**src/rtl/atwc_map.svh**
```systemverilog
// register map, field positions, reset values and timing counts of the window control block
// Function
// burst off: power state follows the converter enable bit only
// burst on with enable set: converter stays powered continuously
// burst on, enable clear: power up per start, wait (field+1)*400 ns
// tracking mode 01 post, 10 pre, 11 dual; 00 reserved; dual after reset
// post-track lasts 2/4/8/16 SAR cycles plus 2 base cycles
// window detector compares result to limits, raises window match flag
// lower limit above upper: match when strictly between both limits
// lower limit not above upper: match when below lower or above upper
// unsigned result; compare in currently selected justification
// each conversion takes 13 SAR clock periods
// two extra base clock cycles start and finish each conversion
// software keeps SAR clock at or below 3 MHz with burst off; the bench runs it at 3.125 MHz, the slowest divider at its 10 ns clock
// software clears the window match flag; hardware never clears it
// in burst one start launches the whole series of conversions
// pre-track before start, post-track after start, dual does both; the block pre-tracks only while idle with power on
// window compare only on the final written result word
`ifndef ATWC_MAP_SVH
`define ATWC_MAP_SVH

// ************************************************************
// register offsets
// ************************************************************
`define ATWC_ADDR_RES_LO 8'hbd
`define ATWC_ADDR_RES_HI 8'hbe
`define ATWC_ADDR_UP_LO 8'hc3
`define ATWC_ADDR_UP_HI 8'hc4
`define ATWC_ADDR_LOW_LO 8'hc5
`define ATWC_ADDR_LOW_HI 8'hc6
`define ATWC_ADDR_TRACK 8'hc7
`define ATWC_ADDR_CTRL 8'hc8
`define ATWC_ADDR_CFG 8'hc9
`define ATWC_ADDR_STAT 8'hca
`define ATWC_ADDR_MASK 8'hcb

// ************************************************************
// reset values
// ************************************************************
`define ATWC_RST_UP 8'hff
`define ATWC_RST_LOW 8'h00
`define ATWC_RST_TRACK 8'hff
`define ATWC_RST_CTRL 8'h00
`define ATWC_RST_CFG 8'hf8
`define ATWC_RST_ZERO 8'h00

// ************************************************************
// field positions
// ************************************************************
`define ATWC_CTRL_EN 7
`define ATWC_CTRL_BURST 6
`define ATWC_CTRL_DONE 5
`define ATWC_CTRL_BUSY 4
`define ATWC_CTRL_WIN 3
`define ATWC_CTRL_LJST 2
`define ATWC_TRK_PWR 7:4
`define ATWC_TRK_MODE 3:2
`define ATWC_TRK_POST 1:0
`define ATWC_CFG_DIV 7:3
`define ATWC_CFG_RPT 2:1
`define ATWC_ST_DONE 0
`define ATWC_ST_WIN 1
`define ATWC_MODE_POST 2'h1
`define ATWC_MODE_PRE 2'h2

// ************************************************************
// timing
// ************************************************************
`define ATWC_CLK_NS 10
`define ATWC_PWR_STEP_NS 400
`define ATWC_PWR_STEP_CYC ((`ATWC_PWR_STEP_NS + `ATWC_CLK_NS - 1) / `ATWC_CLK_NS)
`define ATWC_POST_BASE_SAR 16'h0002
`define ATWC_EDGE_CYC 16'h0002
`define ATWC_CONV_SAR 16'h000d
`define ATWC_REP_BASE 5'h02

`endif

```
**src/rtl/atwc_pkg.sv**
```systemverilog
// types shared by the window control block
package atwc_pkg;
  typedef enum logic [2:0] {
    ATWC_IDLE,
    ATWC_PWRUP,
    ATWC_POST,
    ATWC_POSTB,
    ATWC_SOC,
    ATWC_CONV,
    ATWC_EOC,
    ATWC_FINAL
  } atwc_state_t;
  typedef logic [15:0] atwc_word_t;
endpackage

```
**src/rtl/atwc_win_if.sv**
```systemverilog
// interface between the controller and the window comparator
`timescale 1ns/100ps
interface atwc_win_if;
  logic [15:0] result;
  logic [15:0] upper;
  logic [15:0] lower;
  logic match;
  modport ctrl (output result, output upper, output lower, input match);
  modport cmp (input result, input upper, input lower, output match);
endinterface

```
**src/rtl/atwc_window_cmp.sv**
```systemverilog
// window comparator on the result word
`timescale 1ns/100ps
module atwc_window_cmp (
  atwc_win_if.cmp win
);
  wire inside_mode;
  wire above_up;
  wire below_low;
  assign inside_mode = win.lower > win.upper;
  assign above_up = win.result > win.upper;
  assign below_low = win.result < win.lower;
  // unsigned compare on whatever justification the result word carries
  assign win.match = inside_mode ? (above_up && below_low)
                                 : (above_up || below_low);
endmodule

```
**src/rtl/atwc_top.sv**
```systemverilog
// converter control: power timing, tracking sequence, window detector, registers
`timescale 1ns/100ps
`include "atwc_map.svh"
module atwc_top (
  input wire logic i_mclk,
  input wire logic i_rst_n,
  input wire logic [7:0] i_addr,
  input wire logic [7:0] i_wdata,
  input wire logic i_wr,
  input wire logic i_rd,
  input wire logic i_cnv_start,
  input wire logic [11:0] i_core_data,
  output logic [7:0] o_rdata,
  output logic o_irq,
  output logic o_core_pwr,
  output logic o_core_track,
  output logic o_core_convert,
  output logic o_core_step,
  output logic o_busy,
  output atwc_pkg::atwc_word_t o_result
);
  import atwc_pkg::*;

  // ************************************************************
  // register file
  // ************************************************************
  logic [7:0] up_lo_reg, up_hi_reg, low_lo_reg, low_hi_reg;
  logic [7:0] track_reg, cfg_reg, mask_reg;
  logic en_reg, burst_reg, ljst_reg, done_flag_reg, win_flag_reg;
  logic done_flag_next, win_flag_next;
  logic [1:0] stat_reg, stat_next;
  logic [7:0] rdata_next;
  atwc_word_t result_reg;

  wire wr_ctrl = i_wr && (i_addr == `ATWC_ADDR_CTRL);
  wire rd_stat = i_rd && (i_addr == `ATWC_ADDR_STAT);
  wire [7:0] ctrl_rd = {en_reg, burst_reg, done_flag_reg, o_busy, win_flag_reg,
                        ljst_reg, 2'h0};

  // ************************************************************
  // sequencer state
  // ************************************************************
  atwc_state_t state_reg, state_next;
  logic [15:0] cnt_reg, cnt_next;
  logic [4:0] div_reg;
  logic [4:0] rep_reg, rep_next;
  logic [15:0] acc_reg, acc_next;
  logic [11:0] sample_reg;
  logic cmp_pend_reg;
  logic busy_next, pwr_next, track_next;

  wire [3:0] pwr_field = track_reg[`ATWC_TRK_PWR];
  wire [1:0] mode = track_reg[`ATWC_TRK_MODE];
  wire [1:0] post_field = track_reg[`ATWC_TRK_POST];
  wire [4:0] sar_div = cfg_reg[`ATWC_CFG_DIV];
  wire [1:0] rpt = cfg_reg[`ATWC_CFG_RPT];

  // reserved mode 00 is handled like dual tracking
  wire post_on = (mode != `ATWC_MODE_PRE);
  wire pre_on = (mode != `ATWC_MODE_POST);
  wire sar_tick = (div_reg == sar_div);
  wire [15:0] pwr_cyc = 16'((({12'h000, pwr_field} + 16'h0001) * `ATWC_PWR_STEP_CYC));
  wire [15:0] post_sar = `ATWC_POST_BASE_SAR << post_field;
  wire [4:0] rep_last = (rpt == 2'h0) ? 5'h00 : 5'((`ATWC_REP_BASE << rpt) - 5'h01);
  wire start_req = i_cnv_start || (wr_ctrl && i_wdata[`ATWC_CTRL_BUSY]);
  // with burst off the converter must already be enabled to accept a start
  wire start_ok = en_reg || burst_reg;
  wire go = start_req && start_ok && (state_reg == ATWC_IDLE);
  wire [15:0] acc_sum = acc_reg + {4'h0, sample_reg};
  wire final_evt = (state_reg == ATWC_FINAL);

  atwc_win_if win ();
  assign win.result = result_reg;
  assign win.upper = {up_hi_reg, up_lo_reg};
  assign win.lower = {low_hi_reg, low_lo_reg};

  atwc_window_cmp u_cmp (
    .win(win.cmp)
  );

  // compare one cycle after the final word lands, never on partial sums
  wire win_evt = cmp_pend_reg && win.match;

  // ************************************************************
  // sequencer next state
  // ************************************************************
  always_comb begin
    atwc_state_t after_pwr;
    after_pwr = post_on ? ATWC_POST : ATWC_SOC;
    state_next = state_reg;
    cnt_next = cnt_reg;
    rep_next = rep_reg;
    acc_next = acc_reg;
    case (state_reg)
      ATWC_IDLE: begin
        if (go) begin
          cnt_next = 16'h0000;
          state_next = (burst_reg && !en_reg) ? ATWC_PWRUP : after_pwr;
        end
      end
      ATWC_PWRUP: begin
        cnt_next = cnt_reg + 16'h0001;
        if (cnt_reg == pwr_cyc - 16'h0001) begin
          cnt_next = 16'h0000;
          state_next = after_pwr;
        end
      end
      ATWC_POST: begin
        if (sar_tick) begin
          cnt_next = cnt_reg + 16'h0001;
          if (cnt_reg == post_sar - 16'h0001) begin
            cnt_next = 16'h0000;
            state_next = ATWC_POSTB;
          end
        end
      end
      ATWC_POSTB: begin
        cnt_next = cnt_reg + 16'h0001;
        if (cnt_reg == `ATWC_EDGE_CYC - 16'h0001) begin
          cnt_next = 16'h0000;
          state_next = ATWC_SOC;
        end
      end
      ATWC_SOC: begin
        cnt_next = 16'h0000;
        state_next = ATWC_CONV;
      end
      ATWC_CONV: begin
        if (sar_tick) begin
          cnt_next = cnt_reg + 16'h0001;
          if (cnt_reg == `ATWC_CONV_SAR - 16'h0001) begin
            state_next = ATWC_EOC;
          end
        end
      end
      ATWC_EOC: begin
        acc_next = acc_sum;
        cnt_next = 16'h0000;
        if (rep_reg == rep_last) begin
          state_next = ATWC_FINAL;
        end else begin
          rep_next = rep_reg + 5'h01;
          // burst runs the series on its own; otherwise wait for the next start
          state_next = burst_reg ? after_pwr : ATWC_IDLE;
        end
      end
      ATWC_FINAL: begin
        acc_next = 16'h0000;
        rep_next = 5'h00;
        state_next = ATWC_IDLE;
      end
      default: begin
        state_next = ATWC_IDLE;
      end
    endcase
  end

  // ************************************************************
  // core controls
  // ************************************************************
  wire busy_now = (state_next != ATWC_IDLE);
  // pulse opens each SAR period, so the last one still falls inside the convert window
  wire step_now = (state_next == ATWC_CONV) && ((state_reg != ATWC_CONV) || sar_tick);
  always_comb begin
    busy_next = busy_now;
    if (burst_reg) begin
      pwr_next = en_reg || busy_now;
    end else begin
      pwr_next = en_reg;
    end
    track_next = (state_next == ATWC_POST) ||
                 ((state_next == ATWC_IDLE) && pwr_next && pre_on);
  end

  // ************************************************************
  // flags and status
  // ************************************************************
  always_comb begin
    done_flag_next = wr_ctrl ? i_wdata[`ATWC_CTRL_DONE] : done_flag_reg;
    if (final_evt) begin
      done_flag_next = 1'b1;
    end
    // only software clears it; a match in the clearing cycle still sets it
    win_flag_next = wr_ctrl ? i_wdata[`ATWC_CTRL_WIN] : win_flag_reg;
    if (win_evt) begin
      win_flag_next = 1'b1;
    end
    stat_next = rd_stat ? 2'h0 : stat_reg;
    if (final_evt) begin
      stat_next[`ATWC_ST_DONE] = 1'b1;
    end
    if (win_evt) begin
      stat_next[`ATWC_ST_WIN] = 1'b1;
    end
  end

  // ************************************************************
  // read mux
  // ************************************************************
  always_comb begin
    rdata_next = `ATWC_RST_ZERO;
    if (i_rd) begin
      case (i_addr)
        `ATWC_ADDR_RES_LO: rdata_next = result_reg[7:0];
        `ATWC_ADDR_RES_HI: rdata_next = result_reg[15:8];
        `ATWC_ADDR_UP_LO: rdata_next = up_lo_reg;
        `ATWC_ADDR_UP_HI: rdata_next = up_hi_reg;
        `ATWC_ADDR_LOW_LO: rdata_next = low_lo_reg;
        `ATWC_ADDR_LOW_HI: rdata_next = low_hi_reg;
        `ATWC_ADDR_TRACK: rdata_next = track_reg;
        `ATWC_ADDR_CTRL: rdata_next = ctrl_rd;
        `ATWC_ADDR_CFG: rdata_next = cfg_reg;
        `ATWC_ADDR_STAT: rdata_next = {6'h00, stat_reg};
        `ATWC_ADDR_MASK: rdata_next = mask_reg;
        default: rdata_next = `ATWC_RST_ZERO;
      endcase
    end
  end

  // ************************************************************
  // software-written registers
  // ************************************************************
  always_ff @(posedge i_mclk or negedge i_rst_n) begin
    if (!i_rst_n) begin
      up_lo_reg <= `ATWC_RST_UP;
      up_hi_reg <= `ATWC_RST_UP;
      low_lo_reg <= `ATWC_RST_LOW;
      low_hi_reg <= `ATWC_RST_LOW;
      track_reg <= `ATWC_RST_TRACK;
      cfg_reg <= `ATWC_RST_CFG;
      mask_reg <= `ATWC_RST_ZERO;
      en_reg <= 1'b0;
      burst_reg <= 1'b0;
      ljst_reg <= 1'b0;
    end else if (i_wr) begin
      if (i_addr == `ATWC_ADDR_UP_LO) up_lo_reg <= i_wdata;
      if (i_addr == `ATWC_ADDR_UP_HI) up_hi_reg <= i_wdata;
      if (i_addr == `ATWC_ADDR_LOW_LO) low_lo_reg <= i_wdata;
      if (i_addr == `ATWC_ADDR_LOW_HI) low_hi_reg <= i_wdata;
      if (i_addr == `ATWC_ADDR_TRACK) track_reg <= i_wdata;
      if (i_addr == `ATWC_ADDR_CFG) cfg_reg <= i_wdata;
      if (i_addr == `ATWC_ADDR_MASK) mask_reg <= {6'h00, i_wdata[1:0]};
      if (wr_ctrl) begin
        en_reg <= i_wdata[`ATWC_CTRL_EN];
        burst_reg <= i_wdata[`ATWC_CTRL_BURST];
        ljst_reg <= i_wdata[`ATWC_CTRL_LJST];
      end
    end
  end

  // ************************************************************
  // sequencer and result registers
  // ************************************************************
  always_ff @(posedge i_mclk or negedge i_rst_n) begin
    if (!i_rst_n) begin
      state_reg <= ATWC_IDLE;
      cnt_reg <= 16'h0000;
      rep_reg <= 5'h00;
      acc_reg <= 16'h0000;
      sample_reg <= 12'h000;
      result_reg <= 16'h0000;
      cmp_pend_reg <= 1'b0;
    end else begin
      state_reg <= state_next;
      cnt_reg <= cnt_next;
      rep_reg <= rep_next;
      acc_reg <= acc_next;
      if (state_reg == ATWC_CONV && state_next == ATWC_EOC) sample_reg <= i_core_data;
      if (final_evt) result_reg <= ljst_reg ? {acc_reg[11:0], 4'h0} : acc_reg;
      cmp_pend_reg <= final_evt;
    end
  end

  // divider restarts on every phase change so each phase counts whole SAR periods
  wire div_clr = sar_tick || (state_reg == ATWC_IDLE) || (state_next != state_reg);
  always_ff @(posedge i_mclk or negedge i_rst_n) begin
    if (!i_rst_n) begin
      div_reg <= 5'h00;
    end else begin
      div_reg <= div_clr ? 5'h00 : div_reg + 5'h01;
    end
  end

  // ************************************************************
  // flags and outputs
  // ************************************************************
  always_ff @(posedge i_mclk or negedge i_rst_n) begin
    if (!i_rst_n) begin
      done_flag_reg <= 1'b0;
      win_flag_reg <= 1'b0;
      stat_reg <= 2'h0;
      o_rdata <= `ATWC_RST_ZERO;
      o_irq <= 1'b0;
      o_core_pwr <= 1'b0;
      o_core_track <= 1'b0;
      o_core_convert <= 1'b0;
      o_core_step <= 1'b0;
      o_busy <= 1'b0;
    end else begin
      done_flag_reg <= done_flag_next;
      win_flag_reg <= win_flag_next;
      stat_reg <= stat_next;
      o_rdata <= rdata_next;
      o_irq <= |(stat_next & mask_reg[1:0]);
      o_core_pwr <= pwr_next;
      o_core_track <= track_next;
      o_core_convert <= (state_next == ATWC_CONV);
      o_core_step <= step_now;
      o_busy <= busy_next;
    end
  end

  assign o_result = result_reg;
endmodule

```
**config.mk**
```make
export PLATFORM = sky130hd
export DESIGN_NAME = atwc_top
export DESIGN_NICKNAME = d
export VERILOG_FILES = /design/src/rtl/atwc_pkg.sv /design/src/rtl/atwc_win_if.sv /design/src/rtl/atwc_window_cmp.sv /design/src/rtl/atwc_top.sv
export VERILOG_INCLUDE_DIRS = /design/src /design/src/rtl
export SDC_FILE = /design/constraint.sdc
export NUM_CORES = 1
export LEC_CHECK = 0
export ABC_CLOCK_PERIOD_IN_PS = 7120
export BUFFER_PORTS_ARGS = -buffer_cell sky130_fd_sc_hd__clkbuf_2
export CAP_MARGIN = 20
export CORE_MARGIN = 2
export CORE_UTILIZATION = 61
export DETAILED_ROUTE_END_ITERATION = 8
export PLACE_DENSITY_LB_ADDON = 0.05
export SYNTH_ARGS = -nofsm -noshare
export SYNTH_HDL_FRONTEND = slang
export SYNTH_HIERARCHICAL = 1
export SYNTH_SLANG_ARGS = --single-unit
```
**constraint.sdc**
```tcl
create_clock -name i_mclk -period 7.12 [get_ports i_mclk]
set_clock_uncertainty 0.05 [all_clocks]
set_input_delay 1.424 -clock i_mclk [delete_from_list [all_inputs] [get_ports i_mclk]]
set_output_delay 1.424 -clock i_mclk [all_outputs]
set_load 0.02 [all_outputs]
```
==> results.sh <==
export IMPL_antenna_left=0
export IMPL_final_nets=1040
export IMPL_critPathLaunchType="register"
export IMPL_cts_tree="done"
export IMPL_antenna_found_initial=0
export IMPL_die_h_um=126
export IMPL_cts_resized_gates=0
export IMPL_htree_levels=4
export IMPL_ys_flop_type="dfrtp_1"
export IMPL_cap_viol_max_count=0
export IMPL_drt_wl_total_um=23500
export IMPL_finalPower_mw=2.70
export IMPL_instances_no_fill=1133
export IMPL_cp_data_arrival_time_ns=4.87
export IMPL_gr_usage_met1_pct=40.1
export IMPL_dp_cells=1099
export IMPL_cp_required_ns=7.35
export IMPL_grt_total_usage_pct=30.0
export IMPL_switching_power_mw=0.870
export IMPL_drc_errors=0
export IMPL_powerDensity_nw_per_um2=264
export IMPL_io_buffers=62
export IMPL_grt_use_met2_pct=49.4
export IMPL_slew_violations=0
export IMPL_drt_first_pass_iters=5
export IMPL_period_minus_slack_ns=4.64
export IMPL_yosysMostFrequentCell="dfrtp_1"
export IMPL_drive_above_1_share_pct=24.1
export IMPL_hp_class="reg2reg"
export IMPL_clock_latency_ns=0.42
export IMPL_post_route_util_pct=70.2
export IMPL_r2r_start="track_reg[4]"
export IMPL_seq_area_frac_synth_pct=40.1
export IMPL_crit_buf_inv=0
export IMPL_top_usage_layer="met2"
export IMPL_synth_area_leaders="dfrtp_1 32%, ha_1 9.4%, dfstp_2 8.3%, mux2_2 8.3%, nand2_1 2.8%"
export IMPL_numCtsBuffers=17
export IMPL_cp_slowest_cell="dfstp_2"
export IMPL_dieArea_sq_um=16000
export IMPL_grt_pass1_wl_um=37600
export IMPL_dp_hpwl_um=17600
export IMPL_synth_seq_cells=145
export IMPL_path_class="reg2reg"
export IMPL_finalSetupViolCount=0
export IMPL_syn_cell_area_sq_um=9150
export IMPL_syn_to_final_growth_pct=11.9
export IMPL_netlist_area_leader_share_pct=31.7
export IMPL_max_freq_mhz=215
export IMPL_synth_area_leader_cell="dfrtp_1"
export IMPL_end_kind="register"
export IMPL_synthDistinctLibCells=81
export IMPL_clock_path_buffers=2
export IMPL_status="finished, final reports clean"
export IMPL_p_sw_share_pct=32.2
export IMPL_crit_path_start="track_reg[4]"
export IMPL_async_flop_share_pct=100
export IMPL_grt_pass1_vias=7115
export IMPL_finalSetupTns_ns=0
export IMPL_root_buffer="clkbuf_16"
export IMPL_p_int_mw=1.83
export IMPL_routed_via_density=6.39
export IMPL_num_rows=44
export IMPL_routabilityCongestion=0.943
export IMPL_grt_use_met3_pct=4.01
export IMPL_drt_iter0_drc=527
export IMPL_dieWidth_um=126
export IMPL_ir_drop_uv=198
export IMPL_cpMostUsedCell="ha_1"
export IMPL_post_route_period_util_pct=65.2
export IMPL_clk_pin_slew_ns=0.06
export IMPL_syn_nets=983
export IMPL_min_from="done_flag_reg"
export IMPL_clock_sinks=145
export IMPL_p_clk_share_pct=36.6
export IMPL_path_delay_family="simple AND/OR/NAND/NOR gates"
export IMPL_start_util_pct=62.7
export IMPL_maxSlewHeadroom_pct=36.9
export IMPL_seq_power_share_pct=38.4
export IMPL_avgSynthCellArea_sq_um=10.4
export IMPL_num_io_pins=63
export IMPL_core_area_sq_um=14600
export IMPL_vias=7240
export IMPL_path_cells="ha_1 -> xor2_1 -> ha_1 -> ha_1 -> fa_1 -> or3_1 -> or4_1 -> and3_4 -> o41ai_4 -> a311oi_2 -> nor3_4 -> nor2_1"
export IMPL_p_leak_nw=4.60
export IMPL_worst_slew_pin_slew_ns=0.944
export IMPL_cpPeakStageDelay_ns=0.64
export IMPL_rsz0062_at_grt="no"
export IMPL_yosysWarnings=6
export IMPL_netlist_top_cells_count="116 x dfrtp_1, 69 x ha_1, 67 x mux2_2, 67 x nand2_1, 52 x inv_1"
export IMPL_syn_inst=879
export IMPL_synth_edf_count=0
export IMPL_power_share_combinational_pct=25.1
export IMPL_cts_hold_buf=0
export IMPL_grt_overflow=0
export IMPL_grt_start_max_net_pins=82
export IMPL_num_antenna_cells=0
export IMPL_finalHoldViolCount=0
export IMPL_wire_per_inst_um=20.8
export IMPL_cp_max_fo=14
export IMPL_postCtsSetupRepairBufs=0
==> worst paths after layout <==
check                                      to  depth (start not counted)  slack, ns
worst max-delay path              cnt_reg[10]                         12       2.48
worst min-delay path            done_flag_reg                          2       0.46
worst max register to register    cnt_reg[10]                         12       2.48
worst min register to register  done_flag_reg                          2       0.46
max in group asynchronous        up_hi_reg[2]                          3       5.08
min in group asynchronous         cnt_reg[13]                          1       0.93
==> layout by cell type, fill, tap and decap left out, drive strengths merged, types with 6 or more instances in the layout <==
cell type,instances
mux4,8
a22o,7
mux2,67
nand4,22
nor2b,11
a31oi,10
a22oi,24
a21oi,36
nand3,27
dfstp,29
clkbuf,82
nor3,24
dfrtp,116
a21o,9
o21ai,39
buf,6
nand2b,6
xor2,16
a211oi,11
inv,55
nor2,45
xnor2,27
o31ai,7
ha,69
mux2i,16
nand2,67
and3,8
==> through the flow <==
stage | cell area [sq um] | hold slack, ns | worst slack [ns]
2_1_floorplan | 9150 | 0.414 | 3.06
3_5_place_dp | 9540 | 0.446 | 2.52
3_3_place_gp | 9540 | 0.436 | 2.69
5_1_grt | 10200 | 0.481 | 2.18
6_report | 10200 | 0.456 | 2.48
4_1_cts | 10200 | 0.458 | 2.48
==> worst reg2reg max path, stage by stage, from the launching register on <==
cell      delay (ns)
dfstp_2         0.64
ha_1            0.36
xor2_1          0.12
ha_1            0.20
ha_1            0.19
fa_1            0.51
or3_1           0.42
or4_1           0.50
and3_4          0.19
o41ai_4         0.44
a311oi_2        0.25
nor3_4          0.53
nor2_1          0.11
==> per-layer routing <==
layer  vias to the layer above  routed length, um
li1                       3383                  -
met1                      3574              10400
met2                       229              11200
met3                        54               1130
met4                         0                852
met5                         -                  0
==> power by group through the flow <==
stage | sequential [mW] | combinational (mW) | clock (mW)
finish | 1.04 | 0.677 | 0.989
CTS | 1.03 | 0.670 | 0.996
global route | 1.05 | 0.755 | 1.03
floorplan | 0.989 | 0.540 | 0
global placement | 1.04 | 0.643 | 0
detailed placement | 1.05 | 0.663 | 0
==> layout make-up <==
cell class | count | area [sq um]
multi-input combinational | 652 | 5100
clock inverter | 11 | 198
sequential | 145 | 3660
tap | 184 | 230
clock buffer | 21 | 460
inverter | 53 | 199
timing repair buffer | 67 | 382
fill | 1153 | 4350
==> cells by family after synthesis <==
family	count (synthesis)	synth area share [%]
AO/OA/AOI/OAI	187	14.4
XOR/XNOR	43	4.12
adder cells (fa/ha/maj)	72	10.0
buffers and inverters	82	4.13
flip-flops	145	40.1
multiplexers	91	12.0
other	1	0.0410
AND/OR/NAND/NOR	258	15.3
Note: power is estimated with default switching activity, not from simulation.
